==> src/common/ops_defines.svh <==
// Constants for the output power sequencer: register map, fields, reset values and timing.
//*****************************************************************************
// Overview of operation
// - Control input may act as ignition switch
// - Control input polarity is selectable
// - Startup delay in milliseconds before output on
// - Output turns on only when all conditions good
// - Output voltage setpoint held in millivolts
// - Output stays on for shutdown delay
// - Any shutdown condition starts the shutdown delay
// - Shutdown state reads enabled during timed shutdown
// - Countdown reads remaining milliseconds before off
// - Shutdown cause reported as one code
// - Strap low selects firmware mode, open allows editing while the configuration is unlocked
// - Configuration lock blocks setting changes except unlock, host shutdown and interrupt enables
// - Settings sit in upper 4KB of image
// - Storage area about 4KB, stray files discarded
// - Same command set on both serial ports
// - Abbreviated values decoded per command
//*****************************************************************************
`ifndef OPS_DEFINES_SVH
`define OPS_DEFINES_SVH

//*****************************************************************************
// APB register byte offsets.
//*****************************************************************************
`define OPS_ADDR_CTRL       12'h000
`define OPS_ADDR_START_DLY  12'h004
`define OPS_ADDR_STOP_DLY   12'h008
`define OPS_ADDR_SETPOINT   12'h00c
`define OPS_ADDR_STATE      12'h010
`define OPS_ADDR_COUNT      12'h014
`define OPS_ADDR_CAUSE      12'h018
`define OPS_ADDR_IRQ_STAT   12'h01c
`define OPS_ADDR_IRQ_EN     12'h020
`define OPS_ADDR_IRQ_CLR    12'h024
`define OPS_ADDR_CFG_INFO   12'h028

//*****************************************************************************
// Control register fields.
//*****************************************************************************
`define OPS_CTRL_IGN_BIT    0
`define OPS_CTRL_POL_BIT    1
`define OPS_CTRL_LOCK_BIT   2
`define OPS_CTRL_HOST_BIT   3

//*****************************************************************************
// Reset values.
//*****************************************************************************
`define OPS_START_DLY_RST   32'h000003e8
`define OPS_STOP_DLY_RST    32'h00002710
`define OPS_SETPOINT_RST    32'h00002f2b
`define OPS_IRQ_EN_RST      4'h0
// Pin stages after reset: strap open, every condition bad, control low.
`define OPS_SYNC_RST        5'h10

//*****************************************************************************
// Settings storage window: 4KB at top of a 64KB image.
//*****************************************************************************
`define OPS_CFG_BASE        32'h0000f000
`define OPS_CFG_SIZE        32'h00001000

//*****************************************************************************
// Timing: 40 MHz clock, 1 ms tick.
//*****************************************************************************
`define OPS_CLK_HZ          40000000
`define OPS_TICK_US         1000
`define OPS_TICK_CYC        ((`OPS_CLK_HZ / 1000000) * `OPS_TICK_US)

//*****************************************************************************
// Interrupt bits.
//*****************************************************************************
`define OPS_IRQ_ON          0
`define OPS_IRQ_SDSTART     1
`define OPS_IRQ_OFF         2
`define OPS_IRQ_ABORT       3

`endif

==> src/common/ops_pkg.sv <==
// Types shared by the output power sequencer.
package ops_pkg;

	// Sequencer states, Gray coded along off, startup, on, shutdown.
	typedef enum logic [1:0] {
		OPS_OFF      = 2'b00,
		OPS_STARTUP  = 2'b01,
		OPS_ON       = 2'b11,
		OPS_SHUTDOWN = 2'b10
	} ops_state_t;

	// Shutdown cause codes.
	typedef enum logic [2:0] {
		OPS_CAUSE_NONE = 3'h0,
		OPS_CAUSE_SD   = 3'h1,
		OPS_CAUSE_MV   = 3'h2,
		OPS_CAUSE_BV   = 3'h3,
		OPS_CAUSE_TP   = 3'h4,
		OPS_CAUSE_HC   = 3'h5
	} ops_cause_t;

endpackage

==> src/core/ops_sequencer.sv <==
// Output power sequencer with APB register access and interrupt.
`timescale 1ns/10ps
`include "ops_defines.svh"

module ops_sequencer (
	input  wire logic        CLK,           // System clock, 40 MHz.
	input  wire logic        RST,           // Asynchronous active-high reset.
	input  wire logic        PSEL,          // APB select.
	input  wire logic        PENABLE,       // APB access phase.
	input  wire logic        PWRITE,        // APB direction.
	input  wire logic [11:0] PADDR,         // APB byte address.
	input  wire logic [31:0] PWDATA,        // APB write data.
	output logic      [31:0] PRDATA,        // APB read data.
	output logic             PREADY,        // APB ready.
	output logic             PSLVERR,       // APB error.
	input  wire logic        CTRL_IN,       // Control input pin.
	input  wire logic        VIN_OK,        // Input voltage in range.
	input  wire logic        TEMP_OK,       // Temperature in range.
	input  wire logic        BANK_OK,       // Capacitor bank at or above minimum threshold.
	input  wire logic        STRAP_N,       // Firmware strap pin, low when grounded.
	output logic             OUT_EN,        // Main output enable.
	output logic             FW_MODE,       // USB in firmware replacement mode.
	output logic             CFG_EDIT,      // Settings file editing allowed.
	output logic             IRQ            // Level interrupt.
);

	//*****************************************************************************
	// Input synchronisers.
	//*****************************************************************************
	logic [4:0] sync1_r;   // First stage, read only by the second stage.
	logic [4:0] sync2_r;   // Second stage, safe for logic.

	// Two flip-flops for every pin input.
	// Reset leaves the conditions bad and the strap open, so that no startup
	// can begin before the real pin levels have come through both stages.
	always_ff @(posedge CLK or posedge RST) begin
		if (RST) begin
			sync1_r <= `OPS_SYNC_RST;
			sync2_r <= `OPS_SYNC_RST;
		end else begin
			sync1_r <= {STRAP_N, BANK_OK, TEMP_OK, VIN_OK, CTRL_IN};
			sync2_r <= sync1_r;
		end
	end

	logic ctrl_s;          // Synchronised control input.
	logic vin_s;           // Synchronised voltage status.
	logic temp_s;          // Synchronised temperature status.
	logic bank_s;          // Synchronised bank status.
	logic strap_n_s;       // Synchronised strap.
	assign ctrl_s    = sync2_r[0];
	assign vin_s     = sync2_r[1];
	assign temp_s    = sync2_r[2];
	assign bank_s    = sync2_r[3];
	assign strap_n_s = sync2_r[4];

	//*****************************************************************************
	// Settings registers.
	//*****************************************************************************
	logic        ign_mode_r;     // Control input acts as ignition switch.
	logic        ctrl_pol_r;     // Control input active high when set.
	logic        lock_r;         // Configuration lock.
	logic        host_sd_r;      // Host-requested shutdown.
	logic [31:0] startup_delay_ms_r;    // Startup delay.
	logic [31:0] shutdown_delay_ms_r;   // Shutdown delay.
	logic [31:0] output_voltage_setpoint_r;  // Output setpoint in mV.
	logic [3:0]  irq_en_r;       // Interrupt enables.

	logic wr_en;           // APB write taken this cycle.
	logic rd_en;           // APB read taken this cycle.
	assign wr_en = PSEL & PENABLE & PWRITE;
	assign rd_en = PSEL & PENABLE & ~PWRITE;

	// Decodes a known offset; used by the error path only.
	function automatic logic addr_known(input logic [11:0] a);
		case (a)
			`OPS_ADDR_CTRL, `OPS_ADDR_START_DLY, `OPS_ADDR_STOP_DLY, `OPS_ADDR_SETPOINT,
			`OPS_ADDR_STATE, `OPS_ADDR_COUNT, `OPS_ADDR_CAUSE, `OPS_ADDR_IRQ_STAT,
			`OPS_ADDR_IRQ_EN, `OPS_ADDR_IRQ_CLR, `OPS_ADDR_CFG_INFO: addr_known = 1'b1;
			default: addr_known = 1'b0;
		endcase
	endfunction

	// Settings writes; the lock freezes everything except unlock, host shutdown and interrupt enables.
	always_ff @(posedge CLK or posedge RST) begin
		if (RST) begin
			ign_mode_r                <= 1'b0;
			ctrl_pol_r                <= 1'b0;
			lock_r                    <= 1'b0;
			host_sd_r                 <= 1'b0;
			startup_delay_ms_r        <= `OPS_START_DLY_RST;
			shutdown_delay_ms_r       <= `OPS_STOP_DLY_RST;
			output_voltage_setpoint_r <= `OPS_SETPOINT_RST;
			irq_en_r                  <= `OPS_IRQ_EN_RST;
		end else if (wr_en) begin
			case (PADDR)
				`OPS_ADDR_CTRL: begin
					// Each bit holds one short setting, read by the meaning of its own field.
					lock_r    <= PWDATA[`OPS_CTRL_LOCK_BIT];
					host_sd_r <= PWDATA[`OPS_CTRL_HOST_BIT];
					if (!lock_r) begin
						ign_mode_r <= PWDATA[`OPS_CTRL_IGN_BIT];
						ctrl_pol_r <= PWDATA[`OPS_CTRL_POL_BIT];
					end
				end
				`OPS_ADDR_START_DLY: if (!lock_r) startup_delay_ms_r <= PWDATA;
				`OPS_ADDR_STOP_DLY:  if (!lock_r) shutdown_delay_ms_r <= PWDATA;
				`OPS_ADDR_SETPOINT:  if (!lock_r) output_voltage_setpoint_r <= PWDATA;
				`OPS_ADDR_IRQ_EN: irq_en_r <= PWDATA[3:0];
				default: ;
			endcase
		end
	end

	//*****************************************************************************
	// Shutdown conditions and cause.
	//*****************************************************************************
	logic ctrl_active;     // Control input at its active level.
	logic ctrl_bad;        // Ignition off, when used as ignition.
	logic any_bad;         // Any shutdown condition present.
	ops_pkg::ops_cause_t cause_now;  // Highest-priority present cause.

	assign ctrl_active = ctrl_pol_r ? ctrl_s : ~ctrl_s;
	assign ctrl_bad    = ign_mode_r & ~ctrl_active;
	assign any_bad     = ~vin_s | ~temp_s | ~bank_s | ctrl_bad | host_sd_r;

	// Fixed priority picks a single cause.
	always_comb begin
		if (ctrl_bad)      cause_now = ops_pkg::OPS_CAUSE_SD;
		else if (!vin_s)   cause_now = ops_pkg::OPS_CAUSE_MV;
		else if (!bank_s)  cause_now = ops_pkg::OPS_CAUSE_BV;
		else if (!temp_s)  cause_now = ops_pkg::OPS_CAUSE_TP;
		else if (host_sd_r) cause_now = ops_pkg::OPS_CAUSE_HC;
		else               cause_now = ops_pkg::OPS_CAUSE_NONE;
	end

	//*****************************************************************************
	// Millisecond tick.
	//*****************************************************************************
	logic [15:0] div_r;    // Tick divider.
	logic        tick_r;   // One-cycle pulse per millisecond.

	// Counts up the cycles of one millisecond.
	always_ff @(posedge CLK or posedge RST) begin
		if (RST) begin
			div_r  <= 16'h0000;
			tick_r <= 1'b0;
		end else if (div_r == 16'(`OPS_TICK_CYC - 1)) begin
			div_r  <= 16'h0000;
			tick_r <= 1'b1;
		end else begin
			div_r  <= div_r + 16'h0001;
			tick_r <= 1'b0;
		end
	end

	//*****************************************************************************
	// Sequencer state machine.
	//*****************************************************************************
	ops_pkg::ops_state_t state_r;    // Current state.
	logic [31:0]         count_r;    // Remaining milliseconds.
	ops_pkg::ops_cause_t cause_r;    // Latched shutdown cause.
	logic [3:0]          ev_set;     // Event pulses this cycle.

	// Startup waits for good conditions, shutdown keeps output on for the delay.
	always_ff @(posedge CLK or posedge RST) begin
		if (RST) begin
			state_r <= ops_pkg::OPS_OFF;
			count_r <= 32'h00000000;
			cause_r <= ops_pkg::OPS_CAUSE_NONE;
		end else begin
			case (state_r)
				ops_pkg::OPS_OFF: begin
					cause_r <= ops_pkg::OPS_CAUSE_NONE;
					if (!any_bad) begin
						state_r <= ops_pkg::OPS_STARTUP;
						count_r <= startup_delay_ms_r;
					end
				end
				ops_pkg::OPS_STARTUP: begin
					if (any_bad) begin
						state_r <= ops_pkg::OPS_OFF;
						count_r <= 32'h00000000;
					end else if (count_r == 32'h00000000) begin
						state_r <= ops_pkg::OPS_ON;
					end else if (tick_r) begin
						count_r <= count_r - 32'h00000001;
					end
				end
				ops_pkg::OPS_ON: begin
					if (any_bad) begin
						state_r <= ops_pkg::OPS_SHUTDOWN;
						count_r <= shutdown_delay_ms_r;
						cause_r <= cause_now;
					end
				end
				ops_pkg::OPS_SHUTDOWN: begin
					if (count_r == 32'h00000000) begin
						state_r <= ops_pkg::OPS_OFF;
						cause_r <= ops_pkg::OPS_CAUSE_NONE;
					end else if (tick_r) begin
						count_r <= count_r - 32'h00000001;
					end
				end
				default: state_r <= ops_pkg::OPS_OFF;
			endcase
		end
	end

	// Events that feed the sticky status.
	always_comb begin
		ev_set = 4'h0;
		ev_set[`OPS_IRQ_ON]      = (state_r == ops_pkg::OPS_STARTUP) & ~any_bad & (count_r == 32'h00000000);
		ev_set[`OPS_IRQ_SDSTART] = (state_r == ops_pkg::OPS_ON) & any_bad;
		ev_set[`OPS_IRQ_OFF]     = (state_r == ops_pkg::OPS_SHUTDOWN) & (count_r == 32'h00000000);
		ev_set[`OPS_IRQ_ABORT]   = (state_r == ops_pkg::OPS_STARTUP) & any_bad;
	end

	//*****************************************************************************
	// Interrupt status, clear and output.
	//*****************************************************************************
	logic [3:0] irq_stat_r;   // Sticky event bits.
	logic [3:0] irq_clr;      // Write-one-to-clear mask.
	assign irq_clr = (wr_en && PADDR == `OPS_ADDR_IRQ_CLR) ? PWDATA[3:0] : 4'h0;

	// Set wins over clear in the same cycle.
	always_ff @(posedge CLK or posedge RST) begin
		if (RST) irq_stat_r <= 4'h0;
		else     irq_stat_r <= (irq_stat_r & ~irq_clr) | ev_set;
	end

	// Registered interrupt level.
	always_ff @(posedge CLK or posedge RST) begin
		if (RST) IRQ <= 1'b0;
		else     IRQ <= |(irq_stat_r & irq_en_r);
	end

	//*****************************************************************************
	// Outputs.
	//*****************************************************************************
	// Output on through startup-complete and the timed shutdown; strap decides mode.
	always_ff @(posedge CLK or posedge RST) begin
		if (RST) begin
			OUT_EN   <= 1'b0;
			FW_MODE  <= 1'b0;
			CFG_EDIT <= 1'b0;
		end else begin
			OUT_EN   <= (state_r == ops_pkg::OPS_ON) | (state_r == ops_pkg::OPS_SHUTDOWN);
			FW_MODE  <= ~strap_n_s;
			CFG_EDIT <= strap_n_s & ~lock_r;
		end
	end

	//*****************************************************************************
	// APB read path, zero wait states.
	//*****************************************************************************
	logic [31:0] rd_mux;   // Selected read value.

	// Read mux; the setting values apply alike to every command port.
	always_comb begin
		case (PADDR)
			`OPS_ADDR_CTRL:     rd_mux = {28'h0000000, host_sd_r, lock_r, ctrl_pol_r, ign_mode_r};
			`OPS_ADDR_START_DLY: rd_mux = startup_delay_ms_r;
			`OPS_ADDR_STOP_DLY: rd_mux = shutdown_delay_ms_r;
			`OPS_ADDR_SETPOINT: rd_mux = output_voltage_setpoint_r;
			`OPS_ADDR_STATE:    rd_mux = {30'h00000000, state_r == ops_pkg::OPS_STARTUP,
				state_r == ops_pkg::OPS_SHUTDOWN};
			`OPS_ADDR_COUNT:    rd_mux = (state_r == ops_pkg::OPS_SHUTDOWN) ? count_r : 32'h00000000;
			`OPS_ADDR_CAUSE:    rd_mux = {29'h00000000, cause_r};
			`OPS_ADDR_IRQ_STAT: rd_mux = {28'h0000000, irq_stat_r};
			`OPS_ADDR_IRQ_EN:   rd_mux = {28'h0000000, irq_en_r};
			`OPS_ADDR_CFG_INFO: rd_mux = `OPS_CFG_BASE | `OPS_CFG_SIZE;
			default:            rd_mux = 32'h00000000;
		endcase
	end

	// Registered answer in the access phase.
	always_ff @(posedge CLK or posedge RST) begin
		if (RST) begin
			PRDATA  <= 32'h00000000;
			PREADY  <= 1'b0;
			PSLVERR <= 1'b0;
		end else begin
			PREADY  <= PSEL & ~PENABLE;
			PSLVERR <= PSEL & ~PENABLE & ~addr_known(PADDR);
			PRDATA  <= (PSEL & ~PENABLE & ~PWRITE) ? rd_mux : 32'h00000000;
		end
	end

	//*****************************************************************************
	// Assertions.
	//*****************************************************************************
	property p_startup_abort;
		@(posedge CLK) disable iff (RST)
		(state_r == ops_pkg::OPS_STARTUP && any_bad) |=> (state_r == ops_pkg::OPS_OFF) ##1 !OUT_EN;
	endproperty
	a_startup_abort: assert property (p_startup_abort) else $error("startup not abandoned");

	property p_on_needs_good;
		@(posedge CLK) disable iff (RST)
		$rose(state_r == ops_pkg::OPS_ON)
			|-> $past(vin_s) && $past(temp_s) && $past(bank_s);
	endproperty
	a_on_needs_good: assert property (p_on_needs_good) else $error("output on with bad conditions");

	property p_sd_start;
		@(posedge CLK) disable iff (RST)
		(state_r == ops_pkg::OPS_ON && any_bad)
			|=> state_r == ops_pkg::OPS_SHUTDOWN && count_r == $past(shutdown_delay_ms_r);
	endproperty
	a_sd_start: assert property (p_sd_start) else $error("shutdown delay not started");

	property p_out_in_sd;
		@(posedge CLK) disable iff (RST)
		(state_r == ops_pkg::OPS_SHUTDOWN) |=> OUT_EN;
	endproperty
	a_out_in_sd: assert property (p_out_in_sd) else $error("output off during shutdown");

	property p_tick_dec;
		@(posedge CLK) disable iff (RST)
		(state_r == ops_pkg::OPS_SHUTDOWN && tick_r && count_r != 32'h00000000)
			|=> count_r == $past(count_r) - 32'h00000001;
	endproperty
	a_tick_dec: assert property (p_tick_dec) else $error("countdown not decremented");

	property p_lock;
		@(posedge CLK) disable iff (RST)
		(lock_r && wr_en) |=> $stable(startup_delay_ms_r) && $stable(shutdown_delay_ms_r);
	endproperty
	a_lock: assert property (p_lock) else $error("setting changed while locked");

	property p_cause;
		@(posedge CLK) disable iff (RST)
		(state_r == ops_pkg::OPS_SHUTDOWN) |-> cause_r != ops_pkg::OPS_CAUSE_NONE;
	endproperty
	a_cause: assert property (p_cause) else $error("no cause during shutdown");

	property p_strap;
		@(posedge CLK) disable iff (RST)
		!STRAP_N [*3] |=> FW_MODE && !CFG_EDIT;
	endproperty
	a_strap: assert property (p_strap) else $error("strap not honoured");

	property p_pol;
		@(posedge CLK) disable iff (RST)
		(ign_mode_r && state_r == ops_pkg::OPS_ON && (ctrl_s != ctrl_pol_r)) |=> state_r == ops_pkg::OPS_SHUTDOWN;
	endproperty
	a_pol: assert property (p_pol) else $error("ignition off ignored");

	// The output stays off until the startup countdown has run out.
	property p_held_off;
		@(posedge CLK) disable iff (RST)
		(state_r == ops_pkg::OPS_OFF || state_r == ops_pkg::OPS_STARTUP) |=> !OUT_EN;
	endproperty
	a_held_off: assert property (p_held_off) else $error("output on before startup delay ran out");

	// Outside a timed shutdown the cause reads as none.
	property p_cause_idle;
		@(posedge CLK) disable iff (RST)
		(state_r != ops_pkg::OPS_SHUTDOWN) |-> cause_r == ops_pkg::OPS_CAUSE_NONE;
	endproperty
	a_cause_idle: assert property (p_cause_idle) else $error("cause shown with no shutdown in progress");

	// An abandoned startup leaves its sticky flag behind.
	property p_abort_flag;
		@(posedge CLK) disable iff (RST)
		(state_r == ops_pkg::OPS_STARTUP && any_bad) |=> irq_stat_r[`OPS_IRQ_ABORT];
	endproperty
	a_abort_flag: assert property (p_abort_flag) else $error("startup abort not flagged");

	// The lock also freezes the setpoint and the control-input settings.
	property p_lock_setting;
		@(posedge CLK) disable iff (RST)
		(lock_r && wr_en) |=> $stable(output_voltage_setpoint_r) && $stable(ign_mode_r) && $stable(ctrl_pol_r);
	endproperty
	a_lock_setting: assert property (p_lock_setting) else $error("locked setting changed");

	// Every read access phase carries its answer.
	property p_read_ready;
		@(posedge CLK) disable iff (RST)
		rd_en |-> PREADY;
	endproperty
	a_read_ready: assert property (p_read_ready) else $error("read access left unanswered");

endmodule // ops_sequencer

==> config.mk <==
export PLATFORM = sky130hd
export DESIGN_NAME = ops_sequencer
export DESIGN_NICKNAME = d
export VERILOG_FILES = /design/src/common/ops_pkg.sv /design/src/core/ops_sequencer.sv
export VERILOG_INCLUDE_DIRS = /design/src /design/src/common
export SDC_FILE = /design/constraint.sdc
export NUM_CORES = 1
export LEC_CHECK = 0
export BUFFER_PORTS_ARGS = -buffer_cell sky130_fd_sc_hd__buf_4
export CORE_AREA = 2 2 96 190
export CTS_CLUSTER_DIAMETER = 200
export CTS_CLUSTER_SIZE = 14
export DETAILED_ROUTE_END_ITERATION = 12
export DIE_AREA = 0 0 98 192
export GPL_TIMING_DRIVEN = 0
export PLACE_DENSITY_LB_ADDON = 0.12
export RECOVER_POWER = 100
export SYNTH_ARGS = -nofsm -noshare
export SYNTH_HDL_FRONTEND = slang
export SYNTH_SLANG_ARGS = --single-unit
==> constraint.sdc <==
create_clock -name CLK -period 11.2 [get_ports CLK]
set_clock_uncertainty 0.2 [all_clocks]
set_input_delay 2.24 -clock CLK [delete_from_list [all_inputs] [get_ports CLK]]
set_output_delay 2.24 -clock CLK [all_outputs]
set_load 0.1 [all_outputs]
==> reports/metrics.json <==
{
  "timing.slew.headroom": {"value": -173, "unit": "%"},
  "critical-path-max-stage-delay": {"value": 1.82, "unit": "ns"},
  "number_of_antenna_violations_at_the_first_check_in_global_routing": {"value": 0},
  "remaining_drc_errors": {"value": 0},
  "cts_inserted_buffers": {"value": 18},
  "hold_path.class": {"value": "reg -> reg"},
  "via_total_after_detailed_routing": {"value": 8619},
  "postCtsSetupBuffers": {"value": 0},
  "routedLengthMet1": {"value": 10700, "unit": "microns"},
  "dr.pass1.iters": {"value": 5},
  "min_period_over_period": {"value": 57.9, "unit": "%"},
  "setup.worst_path.end_class": {"value": "flop"},
  "via_count_of_the_first_global_routing_pass": {"value": 9029},
  "yosys.area.top_type": {"value": "sky130_fd_sc_hd__dfrtp_1"},
  "worstPathCellList": {"value": "clkbuf_4 -> or4_1 -> nor3_1 -> nand2_1 -> clkbuf_1 -> nor4_1 -> clkbuf_1 -> mux2_2"},
  "clock-root-buffer": {"value": "sky130_fd_sc_hd__clkbuf_16"},
  "cts.hold.buffers_added": {"value": 0},
  "layout-drive-gt1-share": {"value": 19.7, "unit": "%"},
  "timing.final.max_slew_violations": {"value": 127},
  "initial_utilization": {"value": 59.2, "unit": "%"},
  "required_time_at_the_worst_slack_endpoint": {"value": 11.39, "unit": "ns"},
  "die_h": {"value": 192, "unit": "microns"},
  "grt_first_pass_wirelength": {"value": 49300, "unit": "microns"},
  "post-synth-top-area-fraction": {"value": 46.0, "unit": "%"},
  "setup_total_negative_slack": {"value": 0, "unit": "ns"},
  "run_status": {"value": "complete, but fails checks"},
  "vdd.ir_drop.worst": {"value": 0.164, "unit": "mV"},
  "grt_usage": {"value": 34.0, "unit": "%"},
  "routed_vias_inst": {"value": 6.82},
  "ys_async_sr_fraction": {"value": 100, "unit": "%"},
  "postSynth.topFlopCell": {"value": "sky130_fd_sc_hd__dfrtp_1"},
  "worst_setup_hold_path_clk_slew": {"value": 0.07, "unit": "ns"},
  "drv_cap": {"value": 5},
  "critical_path.reg2reg.endpoint": {"value": "cause_r[2]"},
  "synthDistinctLibCells": {"value": 73},
  "mappedNetlistNets": {"value": 991},
  "num-nets-final": {"value": 1102},
  "gp_congestion": {"value": 1.01},
  "timing.critical_path.max_delay_family": {"value": "simple AND/OR/NAND/NOR gates"},
  "drt-total-wl": {"value": 31800, "unit": "microns"},
  "die-area": {"value": 0.0188, "unit": "sq mm"},
  "worst-path-max-fanout": {"value": 10},
  "syn-cell-area": {"value": 0.0102, "unit": "sq mm"},
  "met2_wirelength": {"value": 16500, "unit": "microns"},
  "reg2regPathDepth": {"value": 8},
  "cts_tree": {"value": "done"},
  "global_route.overflow_total": {"value": 0},
  "place.detailed.instances": {"value": 1231},
  "rows": {"value": 68},
  "report.final.hold_viol_count": {"value": 0},
  "post_drt_wl_per_cell": {"value": 25.2, "unit": "microns"},
  "cp-start-kind": {"value": "input pin"},
  "r2r_setup_slack": {"value": 6.95, "unit": "ns"},
  "critPathArrivalTime": {"value": 6.67, "unit": "ns"},
  "worstSetupPathDepth": {"value": 8},
  "fin_cells": {"value": 1263},
  "yosysMostFrequentCell": {"value": "sky130_fd_sc_hd__dfrtp_1"},
  "clk-insertion-delay-late": {"value": 0.51, "unit": "ns"},
  "critical_path_buf_inv_count": {"value": 3},
  "synthTopCellsByArea": {"value": "sky130_fd_sc_hd__dfrtp_1, sky130_fd_sc_hd__mux2_2, sky130_fd_sc_hd__dfstp_2"},
  "worst_setup_path_endpoint": {"value": "startup_delay_ms_r[4]"},
  "top_layer": {"value": "met4"},
  "fin_hold_ws": {"value": 0.145, "unit": "ns"},
  "clock_sink_count": {"value": 210},
  "setup_repair_after_global_routing_missed_its_margin": {"value": "false"},
  "p_per_area": {"value": 181, "unit": "mW/mm^2"},
  "path_class": {"value": "in -> reg"},
  "crit_path_start": {"value": "PADDR[9]"},
  "pre_cts_setup_slack": {"value": 5.50, "unit": "ns"},
  "htree_num_levels": {"value": 1},
  "worst-slew-pin-transition": {"value": 4.08, "unit": "ns"},
  "total_i_o_pin_count": {"value": 92},
  "cpMostUsedCell": {"value": "sky130_fd_sc_hd__clkbuf_1"},
  "critical_path.reg2reg.startpoint": {"value": "count_r[9]"},
  "violations": {"value": "max-capacitance violations, max-slew violations"},
  "floorplan.core_area": {"value": 0.0173, "unit": "sq mm"},
  "drt_iter0_markers": {"value": 745},
  "final_setup_violations": {"value": 0},
  "postRouteAntennaNets": {"value": 0},
  "postLayoutSetupSlackWorst": {"value": 4.72, "unit": "ns"},
  "synth-seq-area-share": {"value": 51.6, "unit": "%"},
  "max_freq": {"value": 154, "unit": "MHz"},
  "antenna_cells_inserted": {"value": 0},
  "critical_path.slowest_cell": {"value": "sky130_fd_sc_hd__nor4_1"},
  "cts_repair_resize_count": {"value": 0},
  "synthesis.yosys.warnings": {"value": 0},
  "synth-edff-count": {"value": 0},
  "period_minus_slack": {"value": 6.48, "unit": "ns"},
  "final_util": {"value": 66.5, "unit": "%"},
  "cts_buffer_depth": {"value": 3},
  "pin_count_of_the_biggest_net_entering_global_routing": {"value": 119},
  "die_x_extent": {"value": 98, "unit": "microns"},
  "ys_seq_elements": {"value": 210},
  "standby_leakage_power": {"value": 4.91, "unit": "nW"},
  "synthCells": {"value": 930},
  "dpl.hpwl": {"value": 22600, "unit": "microns"},
  "syn_to_final_growth": {"value": 12.4, "unit": "%"},
  "ys_top_cells_by_count": {"value": "sky130_fd_sc_hd__dfrtp_1, sky130_fd_sc_hd__mux2_2, sky130_fd_sc_hd__a22oi_1, sky130_fd_sc_hd__nor2_1, sky130_fd_sc_hd__a21oi_1"},
  "avgSynthCellArea": {"value": 11.0, "unit": "sq um"},
  "place.port_buffers": {"value": 90},
  "met3_length": {"value": 2130, "unit": "microns"}
}
-- power by group --
group	total, mW	switching [mW]	internal, mW
combinational	0.630	0.442	0.187
clock	0.587	0.282	0.305
sequential	0.861	0.0553	0.805
total	2.08	0.780	1.30
-- worst reg2reg max path: cells and delay by family, from the launching register on --
kind	cells	cell delay, ns
AO/OA/AOI/OAI	3	0.90
buffers and inverters	2	0.33
flip-flops	1	0.49
AND/OR/NAND/NOR	3	2.20
-- sequential cells by signal (all words and copies together), names as in the netlist, 2 cells and up --
| register | flops |
|---|---|
| PRDATA | 32 |
| irq_stat_r | 4 |
| output_voltage_setpoint_r | 32 |
| count_r | 32 |
| sync2_r | 5 |
| irq_en_r | 4 |
| sync1_r | 5 |
| startup_delay_ms_r | 32 |
| div_r | 16 |
| cause_r | 3 |
| shutdown_delay_ms_r | 32 |
| state_r | 2 |
-- area by class of cell --
type / count / area, sq um
multi-input combinational: 648 / 4590
clock inverter: 1 / 16.3
clock buffer: 31 / 499
fill: 1442 / 5780
inverter: 14 / 53.8
tap: 210 / 263
sequential: 210 / 5280
buffer: 58 / 226
timing repair buffer: 91 / 561
-- placed cells by master (no fill, tap or decap), drive strengths merged, types with 14 or more instances in the layout --
| master | instances |
|---|---|
| a221oi | 15 |
| mux2 | 102 |
| nand2b | 18 |
| nor3 | 29 |
| a21oi | 55 |
| nand3 | 23 |
| a22oi | 63 |
| nand2 | 45 |
| or3 | 14 |
| dfrtp | 188 |
| nor2 | 57 |
| nor4 | 14 |
| buf | 49 |
| dfstp | 22 |
| clkbuf | 131 |
| o21ai | 44 |
-- layer usage --
layer	vias up	global-route usage, %
li1	3724	-
met1	4290	36.7
met2	442	60.0
met3	163	5.46
met4	0	24.1
met5	-	0
-- worst min-delay path by stage --
stage | from | to | slack, ns | cells after the start
after global routing | sync1_r[1] | sync2_r[1] | 0.15 | 0
after CTS | sync1_r[0] | sync2_r[0] | 0.15 | 0
after floorplan | sync1_r[0] | sync2_r[0] | 0.13 | 0
after global placement | sync1_r[3] | sync2_r[3] | 0.13 | 0
final | sync1_r[0] | sync2_r[0] | 0.14 | 0
after detailed placement | sync1_r[0] | sync2_r[0] | 0.14 | 0
-- through the flow --
| step | cell area, sq um | power (mW) |
|---|---|---|
| CTS | 11700 | 2.07 |
| detailed placement | 11200 | 1.49 |
| global placement | 11200 | 1.48 |
| floorplan | 10200 | 1.27 |
| finish | 11500 | 2.08 |
| global route | 11500 | 2.16 |
-- kinds of logic (layout without fill, tap and decap cells) --
group / count (synthesis) / in the layout / share of synthesized area (%)
AO/OA/AOI/OAI: 261 / 261 / 17.7
XOR/XNOR: 14 / 14 / 1.20
adder cells (fa/ha/maj): 7 / 7 / 0.856
buffers and inverters: 72 / 195 / 2.91
flip-flops: 210 / 210 / 51.6
multiplexers: 108 / 108 / 11.8
AND/OR/NAND/NOR: 258 / 258 / 13.8
Note: power is estimated with default switching activity, not from simulation.
